==> src/design/stx_pkg.sv <==
package stx_pkg;

	// Four clock phases of one instruction cycle
	typedef enum logic [1:0] {
		STX_Q1,
		STX_Q2,
		STX_Q3,
		STX_Q4
	} stx_phase_type;

	// Cycle kinds of the sequencer
	typedef enum logic [1:0] {
		STX_EXEC,
		STX_NOP1,
		STX_NOP2
	} stx_state_type;

	// Opcode field positions
	localparam int STX_OPC7_LSB  = 9;  // File test skip opcode field, bits 15:9
	localparam int STX_OPC8_LSB  = 8;  // Literal opcode field, bits 15:8
	localparam int STX_BANK_BIT  = 8;  // Bank operand position
	localparam int STX_OPND_MSB  = 7;  // Top bit of the 8-bit operand
	localparam int STX_SIGN_BIT  = 7;  // Sign bit of an 8-bit result

	// Opcode values
	localparam logic [6:0] STX_OPC_TEST_SKIP = 7'h33;  // 0110 011
	localparam logic [7:0] STX_OPC_XOR_LIT   = 8'h0A;  // 0000 1010

	// Highest file address handled as indexed literal offset
	localparam logic [7:0] STX_INDEXED_LIMIT = 8'h5F;

	// Reset values
	localparam logic [7:0]  STX_ACC_RESET   = 8'h00;
	localparam logic [15:0] STX_WORD_RESET  = 16'h0000;
	localparam logic [7:0]  STX_BYTE_ZERO   = 8'h00;
	localparam logic [3:0]  STX_BANK_RESET  = 4'h0;

endpackage

==> src/design/stx_exec.sv <==
`timescale 1ns/100ps

// Notes on behaviour
// - Zero file register skips next word, two cycles
// - Skipped two-word instruction costs three cycles total
// - Bank operand picks shared bank or selector bank
// - Shared bank, extension on, low address: indexed
// - Literal XOR with accumulator forms the result
// - XOR result written in fourth phase, flags updated
module stx_exec (
	input  wire logic                   clock,
	input  wire logic                   resetn,
	input  wire logic                   instr_valid,
	input  wire logic [15:0]            instr_word,
	input  wire logic                   next_is_two_word,
	input  wire logic                   extended_enable,
	input  wire logic [3:0]             bank_selector,
	input  wire logic [7:0]             file_rd_data,
	output logic                        instr_accept,
	output logic                        file_rd_strobe,
	output logic [7:0]                  file_addr,
	output logic [3:0]                  file_bank,
	output logic                        shared_bank_sel,
	output logic                        indexed_mode,
	output logic                        fetch_discard,
	output logic [7:0]                  accumulator,
	output logic                        negative_flag,
	output logic                        zero_flag,
	output stx_pkg::stx_phase_type      phase
);

	// Sequencer state
	stx_pkg::stx_phase_type phase_q;    // Current clock phase
	stx_pkg::stx_phase_type phase_d;    // Next clock phase
	stx_pkg::stx_state_type state_q;    // Current cycle kind
	stx_pkg::stx_state_type state_d;    // Next cycle kind

	// Instruction being executed
	logic [15:0] instr_q;               // Latched instruction word
	logic        live_q;                // Latched word is in execution
	logic        two_q;                 // Skipped word was two words long

	// Data path
	logic [7:0]  opnd_q;                // Operand read in second phase
	logic [7:0]  result_q;              // Result formed in third phase
	logic        test_zero_q;           // Tested register read as zero
	logic [7:0]  acc_q;                 // Accumulator
	logic        neg_q;                 // Negative flag
	logic        zero_q;                // Zero flag

	// File address outputs, held from flops
	logic [7:0]  faddr_q;               // File address
	logic [3:0]  fbank_q;               // Bank from selector
	logic        shared_q;              // Shared bank selected
	logic        indexed_q;             // Indexed literal offset mode

	// Decode of the latched word
	wire         is_test_skip;          // Test file, skip if zero
	wire         is_xor_lit;            // XOR literal into accumulator
	wire [7:0]   opnd_field;            // Low 8 bits of the word
	wire         bank_bit;              // Bank operand

	// Decode of the incoming word for address setup
	wire         in_bank_bit;           // Bank operand of new word
	wire [7:0]   in_opnd;               // File address of new word
	wire         in_indexed;            // New word uses indexed mode

	// Phase and sequencer decodes
	wire         at_q1;
	wire         at_q2;
	wire         at_q3;
	wire         at_q4;
	wire         exec_cycle;            // Not a discarded cycle
	wire         take_word;             // New word taken this edge
	wire [7:0]   xor_value;             // Combinational XOR result
	wire         skip_now;              // Skip decided at end of cycle

	assign is_test_skip = live_q &&
		(instr_q[15:stx_pkg::STX_OPC7_LSB] == stx_pkg::STX_OPC_TEST_SKIP);
	assign is_xor_lit   = live_q &&
		(instr_q[15:stx_pkg::STX_OPC8_LSB] == stx_pkg::STX_OPC_XOR_LIT);
	assign opnd_field   = instr_q[stx_pkg::STX_OPND_MSB:0];
	assign bank_bit     = instr_q[stx_pkg::STX_BANK_BIT];

	assign in_bank_bit  = instr_word[stx_pkg::STX_BANK_BIT];
	assign in_opnd      = instr_word[stx_pkg::STX_OPND_MSB:0];
	// Shared bank, extension on and low address gives indexed mode
	assign in_indexed   = !in_bank_bit && extended_enable &&
		(in_opnd <= stx_pkg::STX_INDEXED_LIMIT);

	assign at_q1 = (phase_q == stx_pkg::STX_Q1);
	assign at_q2 = (phase_q == stx_pkg::STX_Q2);
	assign at_q3 = (phase_q == stx_pkg::STX_Q3);
	assign at_q4 = (phase_q == stx_pkg::STX_Q4);

	assign exec_cycle = (state_q == stx_pkg::STX_EXEC);
	assign take_word  = at_q1 && exec_cycle && instr_valid;

	// XOR of accumulator and literal
	assign xor_value = acc_q ^ opnd_field;

	// Zero register read ends the cycle with a skip
	assign skip_now = at_q4 && is_test_skip && test_zero_q;

	// Phase advance, wraps every four clocks
	always_comb begin
		case (phase_q)
			stx_pkg::STX_Q1: phase_d = stx_pkg::STX_Q2;
			stx_pkg::STX_Q2: phase_d = stx_pkg::STX_Q3;
			stx_pkg::STX_Q3: phase_d = stx_pkg::STX_Q4;
			stx_pkg::STX_Q4: phase_d = stx_pkg::STX_Q1;
			default:         phase_d = stx_pkg::STX_Q1;
		endcase
	end

	// Cycle kind changes only at the fourth phase
	always_comb begin
		state_d = state_q;
		case (state_q)
			stx_pkg::STX_EXEC: begin
				// Skip discards the prefetched word
				if (skip_now) begin
					state_d = stx_pkg::STX_NOP1;
				end
			end
			stx_pkg::STX_NOP1: begin
				// Second word of a skipped instruction also discarded
				if (at_q4) begin
					state_d = two_q ? stx_pkg::STX_NOP2
						: stx_pkg::STX_EXEC;
				end
			end
			stx_pkg::STX_NOP2: begin
				if (at_q4) begin
					state_d = stx_pkg::STX_EXEC;
				end
			end
			default: begin
				state_d = stx_pkg::STX_EXEC;
			end
		endcase
	end

	// Phase and cycle kind registers
	always_ff @(posedge clock or negedge resetn) begin
		if (!resetn) begin
			phase_q <= stx_pkg::STX_Q1;
			state_q <= stx_pkg::STX_EXEC;
		end else begin
			phase_q <= phase_d;
			state_q <= state_d;
		end
	end

	// Word latch at the first phase; released at the fourth
	always_ff @(posedge clock or negedge resetn) begin
		if (!resetn) begin
			instr_q <= stx_pkg::STX_WORD_RESET;
			live_q  <= 1'b0;
		end else if (take_word) begin
			instr_q <= instr_word;
			live_q  <= 1'b1;
		end else if (at_q4) begin
			live_q  <= 1'b0;
		end
	end

	// Length of the skipped word, caught when the skip is decided
	always_ff @(posedge clock or negedge resetn) begin
		if (!resetn) begin
			two_q <= 1'b0;
		end else if (skip_now) begin
			two_q <= next_is_two_word;
		end
	end

	// File address setup with the new word
	always_ff @(posedge clock or negedge resetn) begin
		if (!resetn) begin
			faddr_q   <= stx_pkg::STX_BYTE_ZERO;
			fbank_q   <= stx_pkg::STX_BANK_RESET;
			shared_q  <= 1'b0;
			indexed_q <= 1'b0;
		end else if (take_word) begin
			faddr_q   <= in_opnd;
			fbank_q   <= bank_selector;
			shared_q  <= !in_bank_bit;
			indexed_q <= in_indexed;
		end
	end

	// Operand read in the second phase, processed in the third
	always_ff @(posedge clock or negedge resetn) begin
		if (!resetn) begin
			opnd_q      <= stx_pkg::STX_BYTE_ZERO;
			result_q    <= stx_pkg::STX_BYTE_ZERO;
			test_zero_q <= 1'b0;
		end else begin
			if (at_q2 && is_test_skip) begin
				opnd_q <= file_rd_data;
			end
			if (at_q3 && is_test_skip) begin
				test_zero_q <= (opnd_q == stx_pkg::STX_BYTE_ZERO);
			end
			if (at_q3 && is_xor_lit) begin
				result_q <= xor_value;
			end
		end
	end

	// Accumulator and flags written in the fourth phase
	always_ff @(posedge clock or negedge resetn) begin
		if (!resetn) begin
			acc_q  <= stx_pkg::STX_ACC_RESET;
			neg_q  <= 1'b0;
			zero_q <= 1'b0;
		end else if (at_q4 && is_xor_lit) begin
			acc_q  <= result_q;
			neg_q  <= result_q[stx_pkg::STX_SIGN_BIT];
			zero_q <= (result_q == stx_pkg::STX_BYTE_ZERO);
		end
	end

	// Handshake outputs; discarded cycles take no word
	assign instr_accept   = at_q1 && exec_cycle;
	assign file_rd_strobe = at_q2 && is_test_skip;
	assign fetch_discard  = !exec_cycle;

	// Data outputs from flops
	assign file_addr       = faddr_q;
	assign file_bank       = fbank_q;
	assign shared_bank_sel = shared_q;
	assign indexed_mode    = indexed_q;
	assign accumulator     = acc_q;
	assign negative_flag   = neg_q;
	assign zero_flag       = zero_q;
	assign phase           = phase_q;

endmodule

==> config.mk <==
export PLATFORM = sky130hd
export DESIGN_NAME = stx_exec
export DESIGN_NICKNAME = d
export VERILOG_FILES = /design/src/design/stx_pkg.sv /design/src/design/stx_exec.sv
export SDC_FILE = /design/constraint.sdc
export NUM_CORES = 1
export LEC_CHECK = 0
export BUFFER_PORTS_ARGS = -buffer_cell sky130_fd_sc_hd__buf_2
export CORE_MARGIN = 2
export CORE_UTILIZATION = 45
export DETAILED_ROUTE_END_ITERATION = 10
export PLACE_DENSITY_LB_ADDON = 0.3
export SLEW_MARGIN = 15
export SYNTH_ARGS = -nofsm -noshare
export SYNTH_HDL_FRONTEND = slang
export SYNTH_SLANG_ARGS = --single-unit
==> constraint.sdc <==
create_clock -name clock -period 2.51 [get_ports clock]
set_clock_uncertainty 0.15 [all_clocks]
set_input_delay 0.251 -clock clock [delete_from_list [all_inputs] [get_ports clock]]
set_output_delay 0.251 -clock clock [all_outputs]
set_load 0.005 [all_outputs]
==> flow_summary.toml, run 1 <==
[run_status]
outcome = "completed"

[floorplanning]
die_x_microns = 76.5
initial_utilization = 0.466
ios = 62
die_y_microns = 76.5
coreArea_sq_um = 5070
row_count = 26
die_area_sq_um = 5850

[clock_tree]
path_clk_slew_ps = 90
clk_latency_ps = 300
clkSinkCount = 54
cts_buffers = 5
hold_buffers = 1
cts-resized-gates = 0
ctsHtreeMaxLevel = 2
tritoncts = "built"
clockBufferDepth = 2
post_cts_buffers = 0
root_buffer = "clkbuf_8"

[routing]
drc = 0
via_per_inst = 4.88
wl_per_cell_microns = 13.1
wl_mm = 3.84
vias = 1431
dr.pass1.iters = 4
ant_nets = 0
first_iter_violations = 35

[yosys]
synth_mux_area_frac = 0.223
yosys.area_share.adder = 0.0265
syn-instance-count = 165
synth_area_leaders = "dfrtp_1 57%, mux2_2 21%, xor2_1 3.0%"
synthSimpleGateAreaFrac = 0.0895
netlist_area_sq_um = 2360
ys_ff_latch = 54
synth_xor_xnor_area_share = 0.0296
synth.avg_cell_area_sq_um = 14.3
synth_top_area_share = 0.572
synth_nets = 203
yosys.area.top_type = "dfrtp_1"
ys_seq_area_frac = 0.572
synth_top_family_by_area = "multiplexers"
yosysWarningCount = 0
synth_cell_types = 24
synth-compound-area-share = 0.0116

[sta]
worst_slew_pin_slew_ps = 661
period_needed_ps = 1940
slew_violations = 0
rsz0062_at_grt = "no"
whs_ps = 24.9
max-slew-margin-rel = 0.559
finalCritPeriodShare = 0.774
max_freq_ghz = 0.515
tns_ps = 0
finalSetupViolCount = 0
worst_slack_ps = 568
hold_viol = 0

[power]
powerDensity_nw_per_um2 = 598
finalPower_mw = 1.68
ir_worst_vdd_mv = 0.320
power_leakage_nw = 1.50

[final_layout]
antennaDiodeCount = 0
nFillCells = 459
final_cell_mix = "61 x buf_2, 54 x dfrtp_1, 45 x mux2_2"
nets = 261
final_common_cell = "buf_2"
drive_gt1_frac = 0.547
final_area_sq_um = 2810
regArea_sq_um = 1350
multi_input_area_sq_um = 898
area_growth_pct = 18.7

[setup_path]
cp.required_ps = 2110
worstSetupPathType = "flop to output pin"
crit_fanout = 9
worst_setup_path_end_kind = "output pin"
crit_arrival_ps = 1540
worstSetupStartpointType = "flop"
rrSetupSlack_ps = 760

[global_route]
grt_pass1_wl_mm = 6.82
grt_pass1_vias = 1488
track_usage = 0.144
grt_start_max_net_pins = 55
antenna_found_initial = 0
overflow = 0

[hold_path]
hold_path_class = "input pin to flop"

[placement]
dpl_worst_slack_ps = 739
portBuffers = 61
place_congestion = 0.728
hpwl_mm = 2.79
dpl_cell_area_sq_um = 2680

[job]
max-cap-violations = 0
[where the power goes]
part | total (mW) | switching, mW | leakage, nW | internal, mW
clock network | 0.583 | 0.263 | 0.0573 | 0.319
logic | 0.140 | 0.0559 | 0.761 | 0.0841
registers | 0.954 | 0.0345 | 0.679 | 0.920
[per-layer routing]
metal  track usage  vias to the layer above  share of wire
met3        0.0367                        5          0.060
met1         0.183                      700           0.45
met5             0                        -              0
li1              -                      682              -
met4        0.0509                        0          0.011
met2         0.237                       44           0.48
[sequential cells by signal (all words and copies together), names as in the netlist]
signal / cells
accumulator: 8
file_bank: 4
state_q: 2
result_q: 8
opnd_q: 8
indexed_mode: 1
phase: 2
instr_q: 16
shared_bank_sel: 1
test_zero_q: 1
live_q: 1
two_q: 1
zero_flag: 1
[worst max-delay path, cell delays in order (launching register included)]
cell	delay, ps
dfrtp_1	380
and4bb_2	420
nand3_2	240
inv_1	90
buf_2	110
[cells by family (layout without fill, tap and decap cells)]
| family | Yosys count | in the layout |
|---|---|---|
| flip-flops | 54 | 54 |
| multiplexers | 47 | 47 |
| XOR/XNOR | 8 | 8 |
| AND/OR/NAND/NOR | 26 | 26 |
| buffers and inverters | 20 | 78 |
| AO/OA/AOI/OAI | 5 | 5 |
| adder cells (fa/ha/maj) | 5 | 5 |
[cell usage after synthesis]
master	count
o21ai_0	3
buf_2	3
xor2_1	8
o22ai_1	2
dfrtp_1	54
mux2_2	45
nand4b_4	2
nor4b_4	1
nor4_1	4
nand4_1	1
clkbuf_2	1
ha_1	5
or2_2	2
mux2i_1	2
and4bb_2	1
nand2b_1	2
buf_4	9
nor2_1	2
nand4bb_1	1
inv_1	7
and4b_1	1
nand3_1	2
nand3_2	1
nand2_1	6
[through the flow]
stage / instances / utilization
2_1_floorplan: 165 / -
3_3_place_gp: 285 / 0.529
3_5_place_dp: 285 / 0.529
4_1_cts: 293 / 0.553
5_1_grt: 293 / 0.553
6_report: 293 / 0.553
[final timing paths]
| path | from | to | cells after the start |
|---|---|---|---|
| hold reg to reg | indexed_mode$_DFFE_PN0P_ | indexed_mode$_DFFE_PN0P_ | 2 |
| min in group asynchronous | resetn | file_bank[0]$_DFFE_PN0P_ | 3 |
| setup / recovery | instr_q[15]$_DFFE_PN0P_ | file_rd_strobe | 4 |
| setup reg to reg | phase[0]$_DFF_PN0_ | file_bank[3]$_DFFE_PN0P_ | 5 |
| hold / removal | file_rd_data[3] | opnd_q[3]$_DFFE_PN0P_ | 2 |
| max in group asynchronous | resetn | accumulator[3]$_DFFE_PN0P_ | 3 |
[final cells by class]
type                       instances  area share
tap                               70      0.0312
multi-input combinational         91       0.320
inverter                           7     0.00936
timing repair buffer              64       0.118
clock inverter                     1      0.0107
sequential                        54       0.481
clock buffer                       6      0.0294
(Power assumes the default switching activity.)
==> run 2: changes to the inputs <==
--- a/config.mk
+++ b/config.mk
@@ -5,6 +5,7 @@
 export SDC_FILE = /design/constraint.sdc
 export NUM_CORES = 1
 export LEC_CHECK = 0
+export ABC_AREA = 1
 export BUFFER_PORTS_ARGS = -buffer_cell sky130_fd_sc_hd__buf_2
 export CORE_MARGIN = 2
 export CORE_UTILIZATION = 45
==> constraint.sdc (replaced) <==
create_clock -name clock -period 1.65 [get_ports clock]
set_clock_uncertainty 0.15 [all_clocks]
set_input_delay 0.165 -clock clock [delete_from_list [all_inputs] [get_ports clock]]
set_output_delay 0.165 -clock clock [all_outputs]
set_load 0.005 [all_outputs]
==> flow_summary.toml, run 2 <==
[run_status]
outcome = "completed"

[sta]
whs_ps = 222
slew_violations = 0
max-slew-margin-rel = 0.758
rsz0062_at_grt = "yes"
finalSetupViolCount = 0
max_freq_ghz = 0.622
worst_slew_pin_slew_ps = 362
hold_viol = 0
period_needed_ps = 1610
finalCritPeriodShare = 0.974

[floorplanning]
ios = 62
row_count = 27
die_y_microns = 78.5
die_x_microns = 78.5
initial_utilization = 0.459
die_area_sq_um = 6160
coreArea_sq_um = 5440

[yosys]
yosysWarningCount = 0
synthTopCellsByCount = "114 x nand2_1, 54 x dfrtp_1, 24 x nand3_1"
synth_cell_types = 24
ys_seq_area_frac = 0.541
synthMostInstantiatedCell = "nand2_1"
synth_area_leaders = "dfrtp_1 54%, nand2_1 17%, nand3_1 4.8%"
synth_nets = 329
syn-instance-count = 291
netlist_area_sq_um = 2500
ys_ff_latch = 54
synth.avg_cell_area_sq_um = 8.58
yosys.area.top_type = "dfrtp_1"
synthArstFlopShare = 1.00
synth-main-ff-cell = "dfrtp_1"
synth_edf_count = 0
synth_top_area_share = 0.541

[final_layout]
final_common_cell = "nand2_1"
final_area_sq_um = 3360
nets = 423
final_cells = 458
nFillCells = 501
antennaDiodeCount = 0
final_cell_mix = "113 x nand2_1, 61 x buf_2, 54 x dfrtp_1"
regMostFlops = "instr_q"
drive_gt1_frac = 0.241
largest_register_ffs = 16
area_growth_pct = 34.4

[global_route]
grt_pass1_vias = 2016
antenna_found_initial = 0
grt_start_max_net_pins = 55
overflow = 0
grt_pass1_wl_mm = 9.11
track_usage = 0.184

[placement]
dpl_cell_area_sq_um = 2840
dpl.cell_count = 414
portBuffers = 61
place_congestion = 0.755
hpwl_mm = 3.56

[setup_path]
cp.required_ps = 1330
crit_arrival_ps = 1290
reg2reg_depth = 7
crit_fanout = 3
worst_setup_path_end_kind = "output pin"
worstSetupPathType = "flop to output pin"
worstSetupStartpointType = "flop"

[hold_path]
hold_path_class = "input pin to async pin"

[clock_tree]
root_buffer = "clkbuf_8"
tritoncts = "built"
clockBufferDepth = 2
path_clk_slew_ps = 90
ctsHtreeMaxLevel = 2
clkSinkCount = 54
clk_latency_ps = 300
cts_buffers = 5

[routing]
dr.pass1.iters = 5
wl_per_cell_microns = 11.7
wl_mm = 5.34
first_iter_violations = 78
drc = 0
ant_nets = 0
via_per_inst = 4.73
vias = 2167

[power]
ir_worst_vdd_mv = 0.407
powerDensity_nw_per_um2 = 766
power_leakage_nw = 1.82

[job]
max-cap-violations = 0
[run 2: changes by cell type after synthesis, sizes merged, moves of 4 or more]
cell / before / now
nor2: 2 / 21
inv: 7 / 19
buf: 12 / 16
mux2: 45 / 0
o21ai: 3 / 9
nor4: 4 / 0
nand3: 3 / 25
nand2: 6 / 114
nand4: 1 / 11
[run 2: cell families (layout without fill, tap and decap cells)]
| group | count (synthesis) | count (layout) | share of synthesized area |
|---|---|---|---|
| AND/OR/NAND/NOR | 174 | 174 | 0.294 |
| AO/OA/AOI/OAI | 12 | 12 | 0.0261 |
| adder cells (fa/ha/maj) | 5 | 5 | 0.0251 |
| buffers and inverters | 38 | 133 | 0.0862 |
| flip-flops | 54 | 54 | 0.541 |
| XOR/XNOR | 8 | 8 | 0.0281 |
[run 2: area by class of cell]
type / count / area, sq um / share of cell area
flip-flops and latches: 54 / 1350 / 0.403
multi-input cells: 199 / 967 / 0.288
clock inverters: 1 / 30.0 / 0.00895
inverters: 19 / 78.8 / 0.0235
clock buffers: 7 / 76.3 / 0.0227
repair buffers: 106 / 763 / 0.227
well taps: 72 / 90.1 / 0.0268
[run 2: repair_timing]
action	4_1_cts	5_1_grt
resized for setup	2	10
pin swaps	1	2
hold buffers	31	0
hold endpoints to repair	85	0
endpoints found under the setup margin	3	25
gates cloned	0	1
setup buffers	3	1
[run 2: power by group]
group | total, mW | switching (mW) | internal [mW]
Combinational | 0.277 | 0.130 | 0.146
Clock | 0.865 | 0.410 | 0.455
Sequential | 1.43 | 0.0456 | 1.39
Total | 2.57 | 0.586 | 1.99
[run 2: final timing paths]
path	start	to	slack (ps)
min	resetn	opnd_q[5]$_DFFE_PN0P_	220
min reg2reg	zero_flag$_DFFE_PN0P_	zero_flag$_DFFE_PN0P_	330
max in group asynchronous	resetn	result_q[1]$_DFFE_PN0P_	890
max	instr_q[12]$_DFFE_PN0P_	file_rd_strobe	40
min in group clock	instr_valid	instr_q[15]$_DFFE_PN0P_	290
max reg2reg	phase[0]$_DFF_PN0_	indexed_mode$_DFFE_PN0P_	110
[run 2: critical path, cell delays in order (launching register included)]
cell and delay (ps):
dfrtp_1 400, inv_2 70, nand2_2 60, nor3_4 190, nand3_2 110, inv_1 60, buf_2 100
[run 2: per-layer routing]
| metal | vias up | GRT usage | share of wire |
|---|---|---|---|
| met5 | - | 0 | 0 |
| met4 | 0 | 0.0474 | 0.0090 |
| met3 | 5 | 0.0356 | 0.047 |
| met2 | 61 | 0.297 | 0.47 |
| met1 | 1006 | 0.256 | 0.48 |
| li1 | 1095 | - | - |
[run 2: per-stage QoR]
| stage | power, mW | setup WS [ps] | TNS (ps) | utilization |
|---|---|---|---|---|
| 3_3_place_gp | 1.67 | 96.1 | 0 | 0.523 |
| 6_report | 2.57 | 43.1 | 0 | 0.617 |
| 2_1_floorplan | 1.57 | 103 | 0 | - |
| 3_5_place_dp | 1.67 | 4.52 | 0 | 0.523 |
| 5_1_grt | 2.69 | -51.9 | -51.9 | 0.617 |
| 4_1_cts | 2.60 | 24.8 | 0 | 0.605 |
==> run 3: changes to the inputs <==
--- a/config.mk
+++ b/config.mk
@@ -5,10 +5,9 @@
 export SDC_FILE = /design/constraint.sdc
 export NUM_CORES = 1
 export LEC_CHECK = 0
-export ABC_AREA = 1
-export BUFFER_PORTS_ARGS = -buffer_cell sky130_fd_sc_hd__buf_2
+export BUFFER_PORTS_ARGS = -buffer_cell sky130_fd_sc_hd__buf_4
 export CORE_MARGIN = 2
-export CORE_UTILIZATION = 45
+export CORE_UTILIZATION = 47
 export DETAILED_ROUTE_END_ITERATION = 10
 export PLACE_DENSITY_LB_ADDON = 0.3
 export SLEW_MARGIN = 15
==> flow_summary.toml, run 3 (same netlist as run 1, synthesis figures left out) <==
[setup_path]
critPathBufInv = 1
path_cells = "and4bb_4, buf_6, nand4b_4, mux2_4"
path_depth = 4
cp_slowest_stage_delay_ps = 380
cp.required_ps = 1690
crit_fanout = 8
cpMaxStageDelayCell = "dfrtp_1"
worstSetupStartpointType = "flop"
reg2reg_depth = 4
worstSetupPathType = "flop to flop"
rr_endpoint = "result_q[4]$_DFFE_PN0P_"
crit_arrival_ps = 1710
cp_top_family = "simple AND/OR/NAND/NOR gates"
rrSetupSlack_ps = -30
timing.rr.start = "instr_q[15]$_DFFE_PN0P_"
crit_start = "instr_q[15]$_DFFE_PN0P_"
worst_setup_path_end_kind = "flop"
cp-endpoint = "result_q[4]$_DFFE_PN0P_"

[global_route]
met1_usage = 0.202
overflow = 0
busiest_layer = "met2"
grt_pass1_wl_mm = 7.20
track_usage = 0.175
grt_pass1_vias = 1563
grt_util_met3 = 0.0469
grt_start_max_net_pins = 55
antenna_found_initial = 0
grtUsageMet2 = 0.315

[sta]
max-slew-margin-rel = 0.548
finalCritPeriodShare = 1.02
whs_ps = 257
max_freq_ghz = 0.597
hold_viol = 0
finalSetupViolCount = 12
slew_violations = 0
worst_slew_pin_slew_ps = 677
period_needed_ps = 1680
worst_slack_ps = -26.3
rsz0062_at_grt = "yes"

[routing]
wl_mm = 4.80
wl_per_cell_microns = 14.5
first_iter_violations = 57
ant_nets = 0
vias = 1587
drc = 0
via_per_inst = 4.79
dr.pass1.iters = 4

[run_status]
outcome = "finished, violations left"
failed_checks = "negative setup slack"

[placement]
place_congestion = 0.685
portBuffers = 61
hpwl_mm = 2.94
dpl_worst_slack_ps = -18.2

[floorplanning]
die_area_sq_um = 5610
die_x_microns = 74.9
die_y_microns = 74.9
initial_utilization = 0.494
row_count = 25
coreArea_sq_um = 4790
ios = 62

[final_layout]
area_growth_pct = 44.2
nets = 301
regMostFlops = "instr_q"
antennaDiodeCount = 0
largest_register_ffs = 16
drive_gt1_frac = 0.511
final_common_cell = "buf_4"
final_cell_mix = "67 x buf_4, 54 x dfrtp_1, 44 x mux2_2"

[clock_tree]
cts_buffers = 5
root_buffer = "clkbuf_8"
clockBufferDepth = 2
ctsHtreeMaxLevel = 2
clkSinkCount = 54
clk_latency_ps = 300
tritoncts = "built"
path_clk_slew_ps = 90

[power]
powerDensity_nw_per_um2 = 772
swShare = 0.211
combPwrFrac = 0.125
clock_power_share = 0.322
ir_worst_vdd_mv = 0.434
power.switching_uw = 556
power_leakage_nw = 1.74
p_seq_frac = 0.553
intPower_mw = 2.07
finalPower_mw = 2.63

[hold_path]
hold_path_class = "input pin to flop"
hp-start = "instr_valid"

[job]
max-cap-violations = 0
run 3: cell types whose count changed in the layout (fill, tap and decap cells not counted), moves of 10 or more:
cell,change
nor2_1,-17
buf_4,+56
inv_1,-10
nand4_1,-10
buf_2,-61
nand2_1,-107
nand3_1,-20
mux2_2,+44
run 3: area by class of cell:
class | count | area, sq um
clock buffer | 7 | 76.3
clock inverter | 1 | 30.0
fill | 358 | 1380
inverter | 7 | 26.3
multi-input combinational | 92 | 948
sequential | 54 | 1350
tap | 67 | 83.8
timing repair buffer | 103 | 892
run 3: power by group through the flow:
| stage | clock (mW) | sequential, mW | combinational (mW) |
|---|---|---|---|
| 2_1_floorplan | 0 | 1.47 | 0.132 |
| 3_3_place_gp | 0 | 1.48 | 0.251 |
| 3_5_place_dp | 0 | 1.48 | 0.257 |
| 4_1_cts | 0.883 | 1.45 | 0.322 |
| 5_1_grt | 0.940 | 1.46 | 0.359 |
| 6_report | 0.848 | 1.45 | 0.328 |
run 3: worst min-delay path by stage:
| stage | cells after the start | end | slack (ps) |
|---|---|---|---|
| 5_1_grt | 4 | indexed_mode$_DFFE_PN0P_ | 260 |
| 3_3_place_gp | 1 | file_bank[3]$_DFFE_PN0P_ | 100 |
| 6_report | 4 | shared_bank_sel$_DFFE_PN0P_ | 260 |
| 2_1_floorplan | 0 | accumulator[0]$_DFFE_PN0P_ | -280 |
| 3_5_place_dp | 1 | file_bank[3]$_DFFE_PN0P_ | 100 |
| 4_1_cts | 4 | live_q$_DFFE_PN0P_ | 270 |
run 3: layer usage:
layer / part of all wire / vias to the layer above
met5: 0 / -
met2: 0.54 / 37
met4: 0.0060 / 0
met1: 0.42 / 782
li1: - / 766
met3: 0.037 / 2
run 3: worst register-to-register path, cell delays in order, from the launching register on:
cell	delay, ps
dfrtp_1	380
and4bb_4	380
buf_6	140
nand4b_4	180
mux2_4	340
run 3: what timing repair did:
item / 4_1_cts / 5_1_grt
pin swaps: 1 / 2
resized for setup: 3 / 8
buffers inserted: 3 / 2
setup endpoints to repair: 26 / 38
cloned: 0 / 2
hold buffers: 31 / 0
endpoints found under the hold margin: 85 / 0
run 3: through the flow:
step	TNS, ps	util	std cells	cell area (sq um)
floorplan	0	-	165	2380
global placement	0	0.599	285	2870
detailed placement	-132	0.599	285	2870
CTS	-435	0.694	327	3320
global route	-774	0.712	331	3410
finish	-98.6	0.712	331	3410
